## src/shared/cscc_map.vh

```
// Purpose: Offsets, field positions, reset values of the status/config bank
// Assumes: 16-bit registers, word-indexed plain register port
// Notes: Definitions only
`ifndef CSCC_MAP_VH
`define CSCC_MAP_VH

// ----------------------------------------
// Register indices
// ----------------------------------------
`define CSCC_ADDR_W 4
`define CSCC_OFF_FLAGS 4'h0
`define CSCC_OFF_CORE 4'h1

// ----------------------------------------
// Status register fields
// ----------------------------------------
`define CSCC_SR_OA 15
`define CSCC_SR_OB 14
`define CSCC_SR_SA 13
`define CSCC_SR_SB 12
`define CSCC_SR_OAB 11
`define CSCC_SR_SAB 10
`define CSCC_SR_DA 9
`define CSCC_SR_DC 8
`define CSCC_SR_IPL_HI 7
`define CSCC_SR_IPL_LO 5
`define CSCC_SR_RA 4
`define CSCC_SR_N 3
`define CSCC_SR_OV 2
`define CSCC_SR_Z 1
`define CSCC_SR_C 0

// ----------------------------------------
// Core configuration fields
// ----------------------------------------
`define CSCC_CC_US 12
`define CSCC_CC_EDT 11
`define CSCC_CC_DL_HI 10
`define CSCC_CC_DL_LO 8
`define CSCC_CC_ACC_A_CLIP_ENABLE 7
`define CSCC_CC_ACC_B_CLIP_ENABLE 6
`define CSCC_CC_STORE_CLIP_ENABLE 5
`define CSCC_CC_CLIP_WIDTH_SELECT 4
`define CSCC_CC_CPU_PRIORITY_TOP_BIT 3
`define CSCC_CC_PSV 2
`define CSCC_CC_RND 1
`define CSCC_CC_IF 0

// ----------------------------------------
// Reset values
// ----------------------------------------
`define CSCC_SR_RESET 16'h0000
`define CSCC_CC_RESET 16'h0020
`define CSCC_IPL_USER_OFF 3'h7

`endif

```

## src/logic/cscc_core_regs.v

```verilog
// Purpose: CPU status flags and core configuration registers with flag update logic
// Assumes: ALU and DSP datapath report results and events on ref_clk; one cycle latency
// Notes: Register port is word indexed; reads return data the cycle after the strobe
//        Priority loads from the interrupt controller beat a same-cycle software write
//        Sticky clip bits live in a small cell module at the end of this file
//
// The strobed register port and the register offsets were chosen for this implementation.

`include "cscc_map.vh"

module cscc_core_regs (
  // Clock, reset, enable
  input wire ref_clk,
  input wire rst_n,
  input wire clk_en,
  // Register port
  input wire [`CSCC_ADDR_W-1:0] reg_addr,
  input wire [15:0] reg_wdata,
  input wire reg_wr,
  input wire reg_rd,
  output reg [15:0] reg_rdata,
  // ALU result flags
  input wire alu_flag_we,
  input wire alu_is_sub,
  input wire alu_byte_op,
  input wire [15:0] alu_result,
  input wire alu_carry_out,
  input wire alu_half_carry_out,
  input wire alu_overflow,
  input wire alu_z_update,
  // Accumulator events
  input wire acc_a_ovf_in,
  input wire acc_b_ovf_in,
  input wire acc_a_sat_event,
  input wire acc_b_sat_event,
  // Loop state from execution unit
  input wire do_loop_active_in,
  input wire repeat_active_in,
  input wire [2:0] loop_depth_in,
  // Priority level from interrupt controller
  input wire ipl_hw_we,
  input wire [3:0] ipl_hw_value,
  input wire nesting_disable_bit,
  // Configuration outputs
  output reg dsp_unsigned_multiply,
  output reg early_loop_exit,
  output reg acc_a_clip_enable,
  output reg acc_b_clip_enable,
  output reg store_clip_enable,
  output reg clip_width_select,
  output reg program_window_enable,
  output reg rounding_select,
  output reg integer_multiply_select,
  output reg [3:0] cpu_priority_level,
  output reg user_irq_disable
);

  // ----------------------------------------
  // State
  // ----------------------------------------
  reg acc_a_overflow;
  reg acc_b_overflow;
  wire acc_a_sticky_clip;
  wire acc_b_sticky_clip;
  reg do_loop_active;
  reg half_carry;
  reg [2:0] cpu_priority_low_bits;
  reg repeat_active;
  reg flag_n;
  reg flag_ov;
  reg flag_z;
  reg flag_c;
  reg cpu_priority_top_bit;
  reg [2:0] loop_nesting_depth;

  wire any_acc_overflow;
  wire any_acc_sticky_clip;
  wire wr_flags;
  wire wr_core;
  wire sticky_a_clr;
  wire sticky_b_clr;
  wire [15:0] flags_view;
  wire [15:0] core_view;
  wire result_is_zero;
  wire result_sign;
  wire wdata_half_carry;
  wire wdata_negative;
  wire wdata_overflow;
  wire wdata_zero;
  wire wdata_carry;
  reg [2:0] prio_low_next;
  reg prio_top_next;
  reg [3:0] prio_level_next;
  reg user_off_next;

  assign wr_flags = reg_wr && (reg_addr == `CSCC_OFF_FLAGS);
  assign wr_core = reg_wr && (reg_addr == `CSCC_OFF_CORE);

  assign any_acc_overflow = acc_a_overflow | acc_b_overflow;
  assign any_acc_sticky_clip = acc_a_sticky_clip | acc_b_sticky_clip;

  // Writing zero to the combined bit clears both sticky bits
  assign sticky_a_clr = wr_flags && (!reg_wdata[`CSCC_SR_SA] ||
                        !reg_wdata[`CSCC_SR_SAB]);
  assign sticky_b_clr = wr_flags && (!reg_wdata[`CSCC_SR_SB] ||
                        !reg_wdata[`CSCC_SR_SAB]);

  // ----------------------------------------
  // Sticky saturation bits
  // ----------------------------------------
  cscc_sticky_bit i_sticky_a (
    .ref_clk(ref_clk),
    .rst_n(rst_n),
    .clk_en(clk_en),
    .set_event(acc_a_sat_event),
    .clear_req(sticky_a_clr),
    .flag_reg(acc_a_sticky_clip)
  );

  cscc_sticky_bit i_sticky_b (
    .ref_clk(ref_clk),
    .rst_n(rst_n),
    .clk_en(clk_en),
    .set_event(acc_b_sat_event),
    .clear_req(sticky_b_clr),
    .flag_reg(acc_b_sticky_clip)
  );

  // ----------------------------------------
  // Result decode
  // ----------------------------------------
  // Byte operations look only at the low byte for sign and zero
  assign result_is_zero = alu_byte_op ? (alu_result[7:0] == 8'h00) :
                          (alu_result == 16'h0000);
  assign result_sign = alu_byte_op ? alu_result[7] : alu_result[15];

  // ----------------------------------------
  // Software write fields of the status word
  // ----------------------------------------
  assign wdata_half_carry = reg_wdata[`CSCC_SR_DC];
  assign wdata_negative = reg_wdata[`CSCC_SR_N];
  assign wdata_overflow = reg_wdata[`CSCC_SR_OV];
  assign wdata_zero = reg_wdata[`CSCC_SR_Z];
  assign wdata_carry = reg_wdata[`CSCC_SR_C];

  // ----------------------------------------
  // Priority next state
  // ----------------------------------------
  // Hardware loads beat software so a nested entry is never lost to a write
  always @* begin
    prio_low_next = cpu_priority_low_bits;
    prio_top_next = cpu_priority_top_bit;
    if (ipl_hw_we) begin
      prio_low_next = ipl_hw_value[2:0];
      prio_top_next = ipl_hw_value[3];
    end else begin
      if (wr_flags && !nesting_disable_bit) begin
        prio_low_next = reg_wdata[`CSCC_SR_IPL_HI:`CSCC_SR_IPL_LO];
      end
      // Software may only clear the top bit
      if (wr_core && !reg_wdata[`CSCC_CC_CPU_PRIORITY_TOP_BIT]) begin
        prio_top_next = 1'b0;
      end
    end
    prio_level_next = {cpu_priority_top_bit, cpu_priority_low_bits};
    user_off_next = cpu_priority_top_bit ||
                    (cpu_priority_low_bits == `CSCC_IPL_USER_OFF);
  end

  // ----------------------------------------
  // Read views
  // ----------------------------------------
  assign flags_view[`CSCC_SR_OA] = acc_a_overflow;
  assign flags_view[`CSCC_SR_OB] = acc_b_overflow;
  assign flags_view[`CSCC_SR_SA] = acc_a_sticky_clip;
  assign flags_view[`CSCC_SR_SB] = acc_b_sticky_clip;
  assign flags_view[`CSCC_SR_OAB] = any_acc_overflow;
  assign flags_view[`CSCC_SR_SAB] = any_acc_sticky_clip;
  assign flags_view[`CSCC_SR_DA] = do_loop_active;
  assign flags_view[`CSCC_SR_DC] = half_carry;
  assign flags_view[`CSCC_SR_IPL_HI:`CSCC_SR_IPL_LO] = cpu_priority_low_bits;
  assign flags_view[`CSCC_SR_RA] = repeat_active;
  assign flags_view[`CSCC_SR_N] = flag_n;
  assign flags_view[`CSCC_SR_OV] = flag_ov;
  assign flags_view[`CSCC_SR_Z] = flag_z;
  assign flags_view[`CSCC_SR_C] = flag_c;
  // Unimplemented top bits and the early exit bit read as zero
  assign core_view[15:13] = 3'b000;
  assign core_view[`CSCC_CC_US] = dsp_unsigned_multiply;
  assign core_view[`CSCC_CC_EDT] = 1'b0;
  assign core_view[`CSCC_CC_DL_HI:`CSCC_CC_DL_LO] = loop_nesting_depth;
  assign core_view[`CSCC_CC_ACC_A_CLIP_ENABLE] = acc_a_clip_enable;
  assign core_view[`CSCC_CC_ACC_B_CLIP_ENABLE] = acc_b_clip_enable;
  assign core_view[`CSCC_CC_STORE_CLIP_ENABLE] = store_clip_enable;
  assign core_view[`CSCC_CC_CLIP_WIDTH_SELECT] = clip_width_select;
  assign core_view[`CSCC_CC_CPU_PRIORITY_TOP_BIT] = cpu_priority_top_bit;
  assign core_view[`CSCC_CC_PSV] = program_window_enable;
  assign core_view[`CSCC_CC_RND] = rounding_select;
  assign core_view[`CSCC_CC_IF] = integer_multiply_select;

  // ----------------------------------------
  // Status register
  // ----------------------------------------
  always @(posedge ref_clk or negedge rst_n) begin
    if (!rst_n) begin
      acc_a_overflow <= 1'b0;
      acc_b_overflow <= 1'b0;
      do_loop_active <= 1'b0;
      half_carry <= 1'b0;
      cpu_priority_low_bits <= 3'h0;
      repeat_active <= 1'b0;
      flag_n <= 1'b0;
      flag_ov <= 1'b0;
      flag_z <= 1'b0;
      flag_c <= 1'b0;
    end else if (clk_en) begin
      acc_a_overflow <= acc_a_ovf_in;
      acc_b_overflow <= acc_b_ovf_in;
      do_loop_active <= do_loop_active_in;
      repeat_active <= repeat_active_in;
      // Software write of the writable ALU flags; ALU update below takes priority
      if (wr_flags) begin
        half_carry <= wdata_half_carry;
        flag_n <= wdata_negative;
        flag_ov <= wdata_overflow;
        flag_z <= wdata_zero;
        flag_c <= wdata_carry;
      end
      cpu_priority_low_bits <= prio_low_next;
      if (alu_flag_we) begin
        // Datapath supplies inverted carries on subtract, so one means no borrow
        flag_c <= alu_carry_out;
        half_carry <= alu_half_carry_out;
        flag_ov <= alu_overflow;
        flag_n <= result_sign;
        // Zero is only cleared by a non-zero result; sticky-set form for chained ops
        if (!result_is_zero)
          flag_z <= 1'b0;
        else if (alu_z_update)
          flag_z <= 1'b1;
      end
    end
  end

  // ----------------------------------------
  // Core configuration register
  // ----------------------------------------
  always @(posedge ref_clk or negedge rst_n) begin
    if (!rst_n) begin
      dsp_unsigned_multiply <= 1'b0;
      early_loop_exit <= 1'b0;
      acc_a_clip_enable <= 1'b0;
      acc_b_clip_enable <= 1'b0;
      store_clip_enable <= 1'b1;
      clip_width_select <= 1'b0;
      cpu_priority_top_bit <= 1'b0;
      program_window_enable <= 1'b0;
      rounding_select <= 1'b0;
      integer_multiply_select <= 1'b0;
      loop_nesting_depth <= 3'h0;
    end else if (clk_en) begin
      loop_nesting_depth <= loop_depth_in;
      // Early exit is a one-cycle request to the loop controller
      early_loop_exit <= wr_core && reg_wdata[`CSCC_CC_EDT];
      if (wr_core) begin
        dsp_unsigned_multiply <= reg_wdata[`CSCC_CC_US];
        acc_a_clip_enable <= reg_wdata[`CSCC_CC_ACC_A_CLIP_ENABLE];
        acc_b_clip_enable <= reg_wdata[`CSCC_CC_ACC_B_CLIP_ENABLE];
        store_clip_enable <= reg_wdata[`CSCC_CC_STORE_CLIP_ENABLE];
        clip_width_select <= reg_wdata[`CSCC_CC_CLIP_WIDTH_SELECT];
        program_window_enable <= reg_wdata[`CSCC_CC_PSV];
        rounding_select <= reg_wdata[`CSCC_CC_RND];
        integer_multiply_select <= reg_wdata[`CSCC_CC_IF];
      end
      // Top priority bit is set by the interrupt controller; software may only clear it
      cpu_priority_top_bit <= prio_top_next;
    end
  end

  // ----------------------------------------
  // Priority outputs and read port
  // ----------------------------------------
  always @(posedge ref_clk or negedge rst_n) begin
    if (!rst_n) begin
      cpu_priority_level <= 4'h0;
      user_irq_disable <= 1'b0;
      reg_rdata <= 16'h0000;
    end else if (clk_en) begin
      cpu_priority_level <= prio_level_next;
      user_irq_disable <= user_off_next;
      if (reg_rd) begin
        case (reg_addr)
          `CSCC_OFF_FLAGS: reg_rdata <= flags_view;
          `CSCC_OFF_CORE: reg_rdata <= core_view;
          default: reg_rdata <= 16'h0000;
        endcase
      end else begin
        reg_rdata <= 16'h0000;
      end
    end
  end

endmodule // cscc_core_regs

// ----------------------------------------
// Sticky flag cell
// ----------------------------------------
// A hardware event sets the flag and software may only clear it.
// Set wins over a same-cycle clear so no saturation is ever missed.
module cscc_sticky_bit (
  // Clock, reset, enable
  input wire ref_clk,
  input wire rst_n,
  input wire clk_en,
  // Set and clear requests
  input wire set_event,
  input wire clear_req,
  // Flag
  output reg flag_reg
);

  always @(posedge ref_clk or negedge rst_n) begin
    if (!rst_n) begin
      flag_reg <= 1'b0;
    end else if (clk_en) begin
      if (set_event) begin
        flag_reg <= 1'b1;
      end else if (clear_req) begin
        flag_reg <= 1'b0;
      end
    end
  end

endmodule // cscc_sticky_bit

```

## config.mk

```make
export PLATFORM = sky130hd
export DESIGN_NAME = cscc_core_regs
export DESIGN_NICKNAME = d
export VERILOG_FILES = /design/src/logic/cscc_core_regs.v
export VERILOG_INCLUDE_DIRS = /design/src /design/src/shared
export SDC_FILE = /design/constraint.sdc
export NUM_CORES = 1
export LEC_CHECK = 0
export BUFFER_PORTS_ARGS = -buffer_cell sky130_fd_sc_hd__buf_2
export CAP_MARGIN = 20
export CELL_PAD_IN_SITES_DETAIL_PLACEMENT = 0
export CELL_PAD_IN_SITES_GLOBAL_PLACEMENT = 1
export CORE_ASPECT_RATIO = 0.75
export CORE_MARGIN = 10
export CORE_UTILIZATION = 36
export CTS_BUF_LIST = sky130_fd_sc_hd__clkbuf_4 sky130_fd_sc_hd__clkbuf_8 sky130_fd_sc_hd__clkbuf_16
export CTS_CLUSTER_DIAMETER = 100
export DETAILED_ROUTE_END_ITERATION = 10
export PLACE_DENSITY = 0.82
export RECOVER_POWER = 50
export SETUP_SLACK_MARGIN = 0.3
export SYNTH_ARGS = -nofsm -noshare
export SYNTH_HDL_FRONTEND = slang
export SYNTH_HIERARCHICAL = 1
export SYNTH_SLANG_ARGS = --single-unit
```

## constraint.sdc

```tcl
create_clock -name ref_clk -period 1.19 [get_ports ref_clk]
set_clock_uncertainty 0.05 [all_clocks]
set_input_delay 0.119 -clock ref_clk [delete_from_list [all_inputs] [get_ports ref_clk]]
set_output_delay 0.119 -clock ref_clk [all_outputs]
set_load 0.03 [all_outputs]
```

[Word-level counts from Yosys, hierarchy flattened]
Index checks and enable logic that the tools add are counted.
Storage, ports and cells
  logic and storage cells: 83
  register bits after elaboration: 48
  input port bits: 63
Operators by class
  bitwise operators: 2
  reduce and logical (&&, ||, !) cells: 29
  eq/ne operators: 2
  multiplexer cells: 24
Operator list (number)
  $pmux 16 s2: 1
  $mux 1: 20
  $logic_not 16->1: 1
  $mux 16: 1
  $reduce_and 2->1: 6
  $reduce_bool 2->1: 5
  $logic_not 8->1: 1
  $logic_and 1x1->1: 7
  $mux 3: 2
  $logic_not 1->1: 5
  $eq 4x1->1 const B: 1
  $logic_not 4->1: 1
  $eq 3x3->1 const B: 1
  $logic_or 1x1->1: 3
  $or 1x1->1: 2

[Depth between registers and ports, before layout]
  depth after elaboration: 6
  depth in mapped cells: 6

[By module]
Netlist, hierarchy kept.
Modules (own cells, without submodules)
  cscc_core_regs: times used 1, area each 2184.6 um^2, cells an instance 189
  cscc_sticky_bit: times used 2, area each 37.5 um^2, cells an instance 3

[Worst setup path after synthesis]
No wires, ideal clock.
  path kind: input to register
  start point: input reg_addr[1]
  end point: register acc_a_clip_enable
  buffers on the path: 1
  arrival time: 1.095 ns
  stages: 4
  setup time: 0.125 ns
  slack: -0.080 ns
  cell sequence: nor4b_4 and3_2 buf_4 mux2_2
Between the ends
  longest elaborated chain between the ends: 3
RTL lines
  start: declaration: RTL line cscc_core_regs.v:17  | input wire [`CSCC_ADDR_W-1:0] reg_addr,
  $eq 4x1->1
  $logic_and 1x1->1: RTL line cscc_core_regs.v:97  | assign wr_core = reg_wr && (reg_addr == `CSCC_OFF_CORE);
  $reduce_and 2->1 (no line)
  end signal: assignment: RTL line cscc_core_regs.v:267  | acc_a_clip_enable <= reg_wdata[`CSCC_CC_ACC_A_CLIP_ENABLE];
  end: declaration: RTL line cscc_core_regs.v:47  | output reg acc_a_clip_enable,
Every way passes these cells.
A chain may end at the register's enable or synchronous reset.

[Worst setup path after layout]
  start point: register store_clip_enable
  end point: output store_clip_enable
RTL lines
  start: declaration: RTL line cscc_core_regs.v:49  | output reg store_clip_enable,
  start signal: assignment: RTL line cscc_core_regs.v:269  | store_clip_enable <= reg_wdata[`CSCC_CC_STORE_CLIP_ENABLE];
No word-level cell between the ends.

==> run metrics <==
Max-slew headroom 68.6%; largest net degree at the start of global routing 18; P_int 2.92 mW; Largest register FFs 16; Post-synth EDFFs 0; total grt overflow 0; dpl cell area 3080 um2; Ant. Diodes 0; worst hold margin 0.0114 ns; async set-or-reset flop fraction in the synthesized netlist 100%; detailed-route via count 2012; Min-Delay Path Depth 2; critical path capture point type output pin; utilization after layout 62.5%; required time of the critical path 1.02 ns; Worst VDD drop 0.621 mV; post-synthesis net count 258; setup TNS 0 ns; Most flops, register reg_rdata; Seq/Total Area, Yosys 53.2%; clock buffer depth 2; Switching Fraction 30.6%; Slew @ Worst Pin 0.471 ns; flops & latches, synth 48; Slew Limit Fails 0; Area Overhead vs Synth 64.5%; Placer Congestion 0.801; Rows 24; die width 111 um; YS warnings 6; Clk Tree Root Cell clkbuf_8; Hold Crit Endpoint loop_nesting_depth[0]; P per Cell Area 1130 nW/um2; global-route wire length before repair 11.0 mm; final cycle utilization of the critical path 96.0%; CP Launch Type register; final hold vios 0; worst r2r path cells 5; final net count 394; clock network power share 23.3%; CP arrival 0.97 ns; Setup violations, final 0; antenna-violating nets left 0; initial antenna violation count 0; gr usage total 13.8%; flop-to-flop setup slack 0.07 ns; Vias/cell 4.91; Sw Pwr 1.29 mW; HP Start loop_depth_in[0]; fin cells 410; delay-heaviest family, CP flip-flops; combinational share of power 29.8%; DRC viols 0; Critical path buffers and inverters 1; prevailing post-synth register cell dfrtp_1; initial core utilization 38.0%; Largest regs reg_rdata x16, cpu_priority_level x4; pre-CTS setup slack -0.362 ns; kind of critical path reg -> out; H-tree depth 2; core area 5950 um2; Cells after Synth 195; fraction of layout cells with a size suffix above 1 67.5%; Syn Std Cell Area 2260 um2; Top-Level Pins 93; CP Depth 1; Max stage delay cell, worst path dfstp_2; Layout fillers 490; cell area after layout 3720 um2; CTS Buf Count 5; RR Startpoint store_clip_enable; min cycle time layout 1.14 ns; DRT Pass-1 Iters 4; Placed Cells 369; status completed; Die Footprint 9880 um2; vias in the first global route 2135; Worst-path clk slew 0.10 ns; crit path cell chain buf_6; Tot Pwr 4.20 mW; synth unique cells 34; R2R Path End reg_rdata[5]; Flop pwr share 46.8%; CP peak stage delay 0.55 ns; crit path max fanout 2; worst skew pair latency 0.30 ns; height of the die 88.6 um; starting DRC count in detailed routing 64; FMAX 0.876 GHz; max cap viols 0; setup ws final 0.0480 ns; RSZ-0062 raised after global routing yes; routed length per instance 17.0 um; hpwl dp 5.24 mm; I/O Buffers 88; Min-Delay Path Class in -> reg; final WL 6.95 mm; TritonCTS sink count 48; Leakage Power 1.73 nW; CTS tree built; Syn Area/Cell 11.6 um2
## cell type report
cell class / instances / area, um2 / area share [%]
clock buffers: 5 / 68.8 / 1.85
inverters: 18 / 67.6 / 1.82
multi-input cells: 117 / 1160 / 31.2
clock inverters: 3 / 18.8 / 0.505
well taps: 78 / 97.6 / 2.63
repair buffers: 141 / 1090 / 29.3
flip-flops and latches: 48 / 1220 / 32.7
## worst max path at each step
stage / to / slack (ns) / from
after floorplan: cpu_priority_low_bits[0] / -0.07 / reg_addr[2]
after global placement: dsp_unsigned_multiply / -0.32 / reg_addr[2]
after detailed placement: acc_a_clip_enable / -0.36 / reg_addr[2]
after CTS: store_clip_enable / 0.05 / store_clip_enable
after global routing: integer_multiply_select / 0.01 / rst_n
final: store_clip_enable / 0.05 / store_clip_enable
## cell usage after synthesis, drive strengths merged (2+ instances only)
cell type / instances / area, um2
nor4: 4 / 25.0
nor2: 2 / 7.51
o31ai: 4 / 30.0
a2bb2oi: 4 / 35.0
a22o: 3 / 26.3
dfrtp: 47 / 1180
a21oi: 4 / 23.8
a31oi: 2 / 12.5
nand3: 17 / 85.1
nand2: 7 / 28.8
buf: 10 / 48.8
nor4b: 2 / 32.5
o21ai: 18 / 90.1
nand2b: 4 / 25.0
inv: 18 / 67.6
mux2: 36 / 417
clkbuf: 2 / 7.51
## timing repair
item                                   4_1_cts  5_1_grt
buffers inserted                            13       12
pin swaps                                    7        6
endpoints found under the hold margin       18        3
gates resized for setup                     75       15
hold buffers                                 5        3
setup endpoints to repair                   65       83
## power groups by stage
stage	sequential, mW	combinational, mW	clock, mW
3_3_place_gp	1.97	0.967	0
5_1_grt	1.99	1.34	1.09
4_1_cts	1.96	1.18	0.992
6_report	1.97	1.25	0.981
2_1_floorplan	2.15	0.418	0
3_5_place_dp	1.98	0.984	0
## per-layer routing
| layer | GRT usage, % | wire length (um) | up-vias |
|---|---|---|---|
| li1 | - | - | 964 |
| met3 | 6.02 | 695 | 4 |
| met2 | 21.8 | 3170 | 84 |
| met4 | 2.44 | 33 | 0 |
| met5 | 0 | 0 | - |
| met1 | 17.4 | 3050 | 960 |
## cell families (layout without fill, tap and decap cells)
logic type | count (synthesis) | count (layout) | share of synthesized area, %
DFF | 48 | 48 | 53.2
muxes | 37 | 37 | 18.9
buffers and inverters | 30 | 167 | 5.48
AOI/OAI and AO/OA | 41 | 41 | 12.5
and+or+nand+nor | 39 | 39 | 9.97
## layout by cell type (no fill, tap or decap), drive strengths merged, types with 7 or more instances in the layout
cell type / Yosys / final
dfrtp: 47 / 47
nand2: 7 / 7
inv: 18 / 18
dlygate4sd3: 0 / 8
nand3: 17 / 17
mux2: 36 / 36
clkbuf: 2 / 8
o21ai: 18 / 18
buf: 10 / 130
No activity file was read; power rests on OpenSTA's default activity.
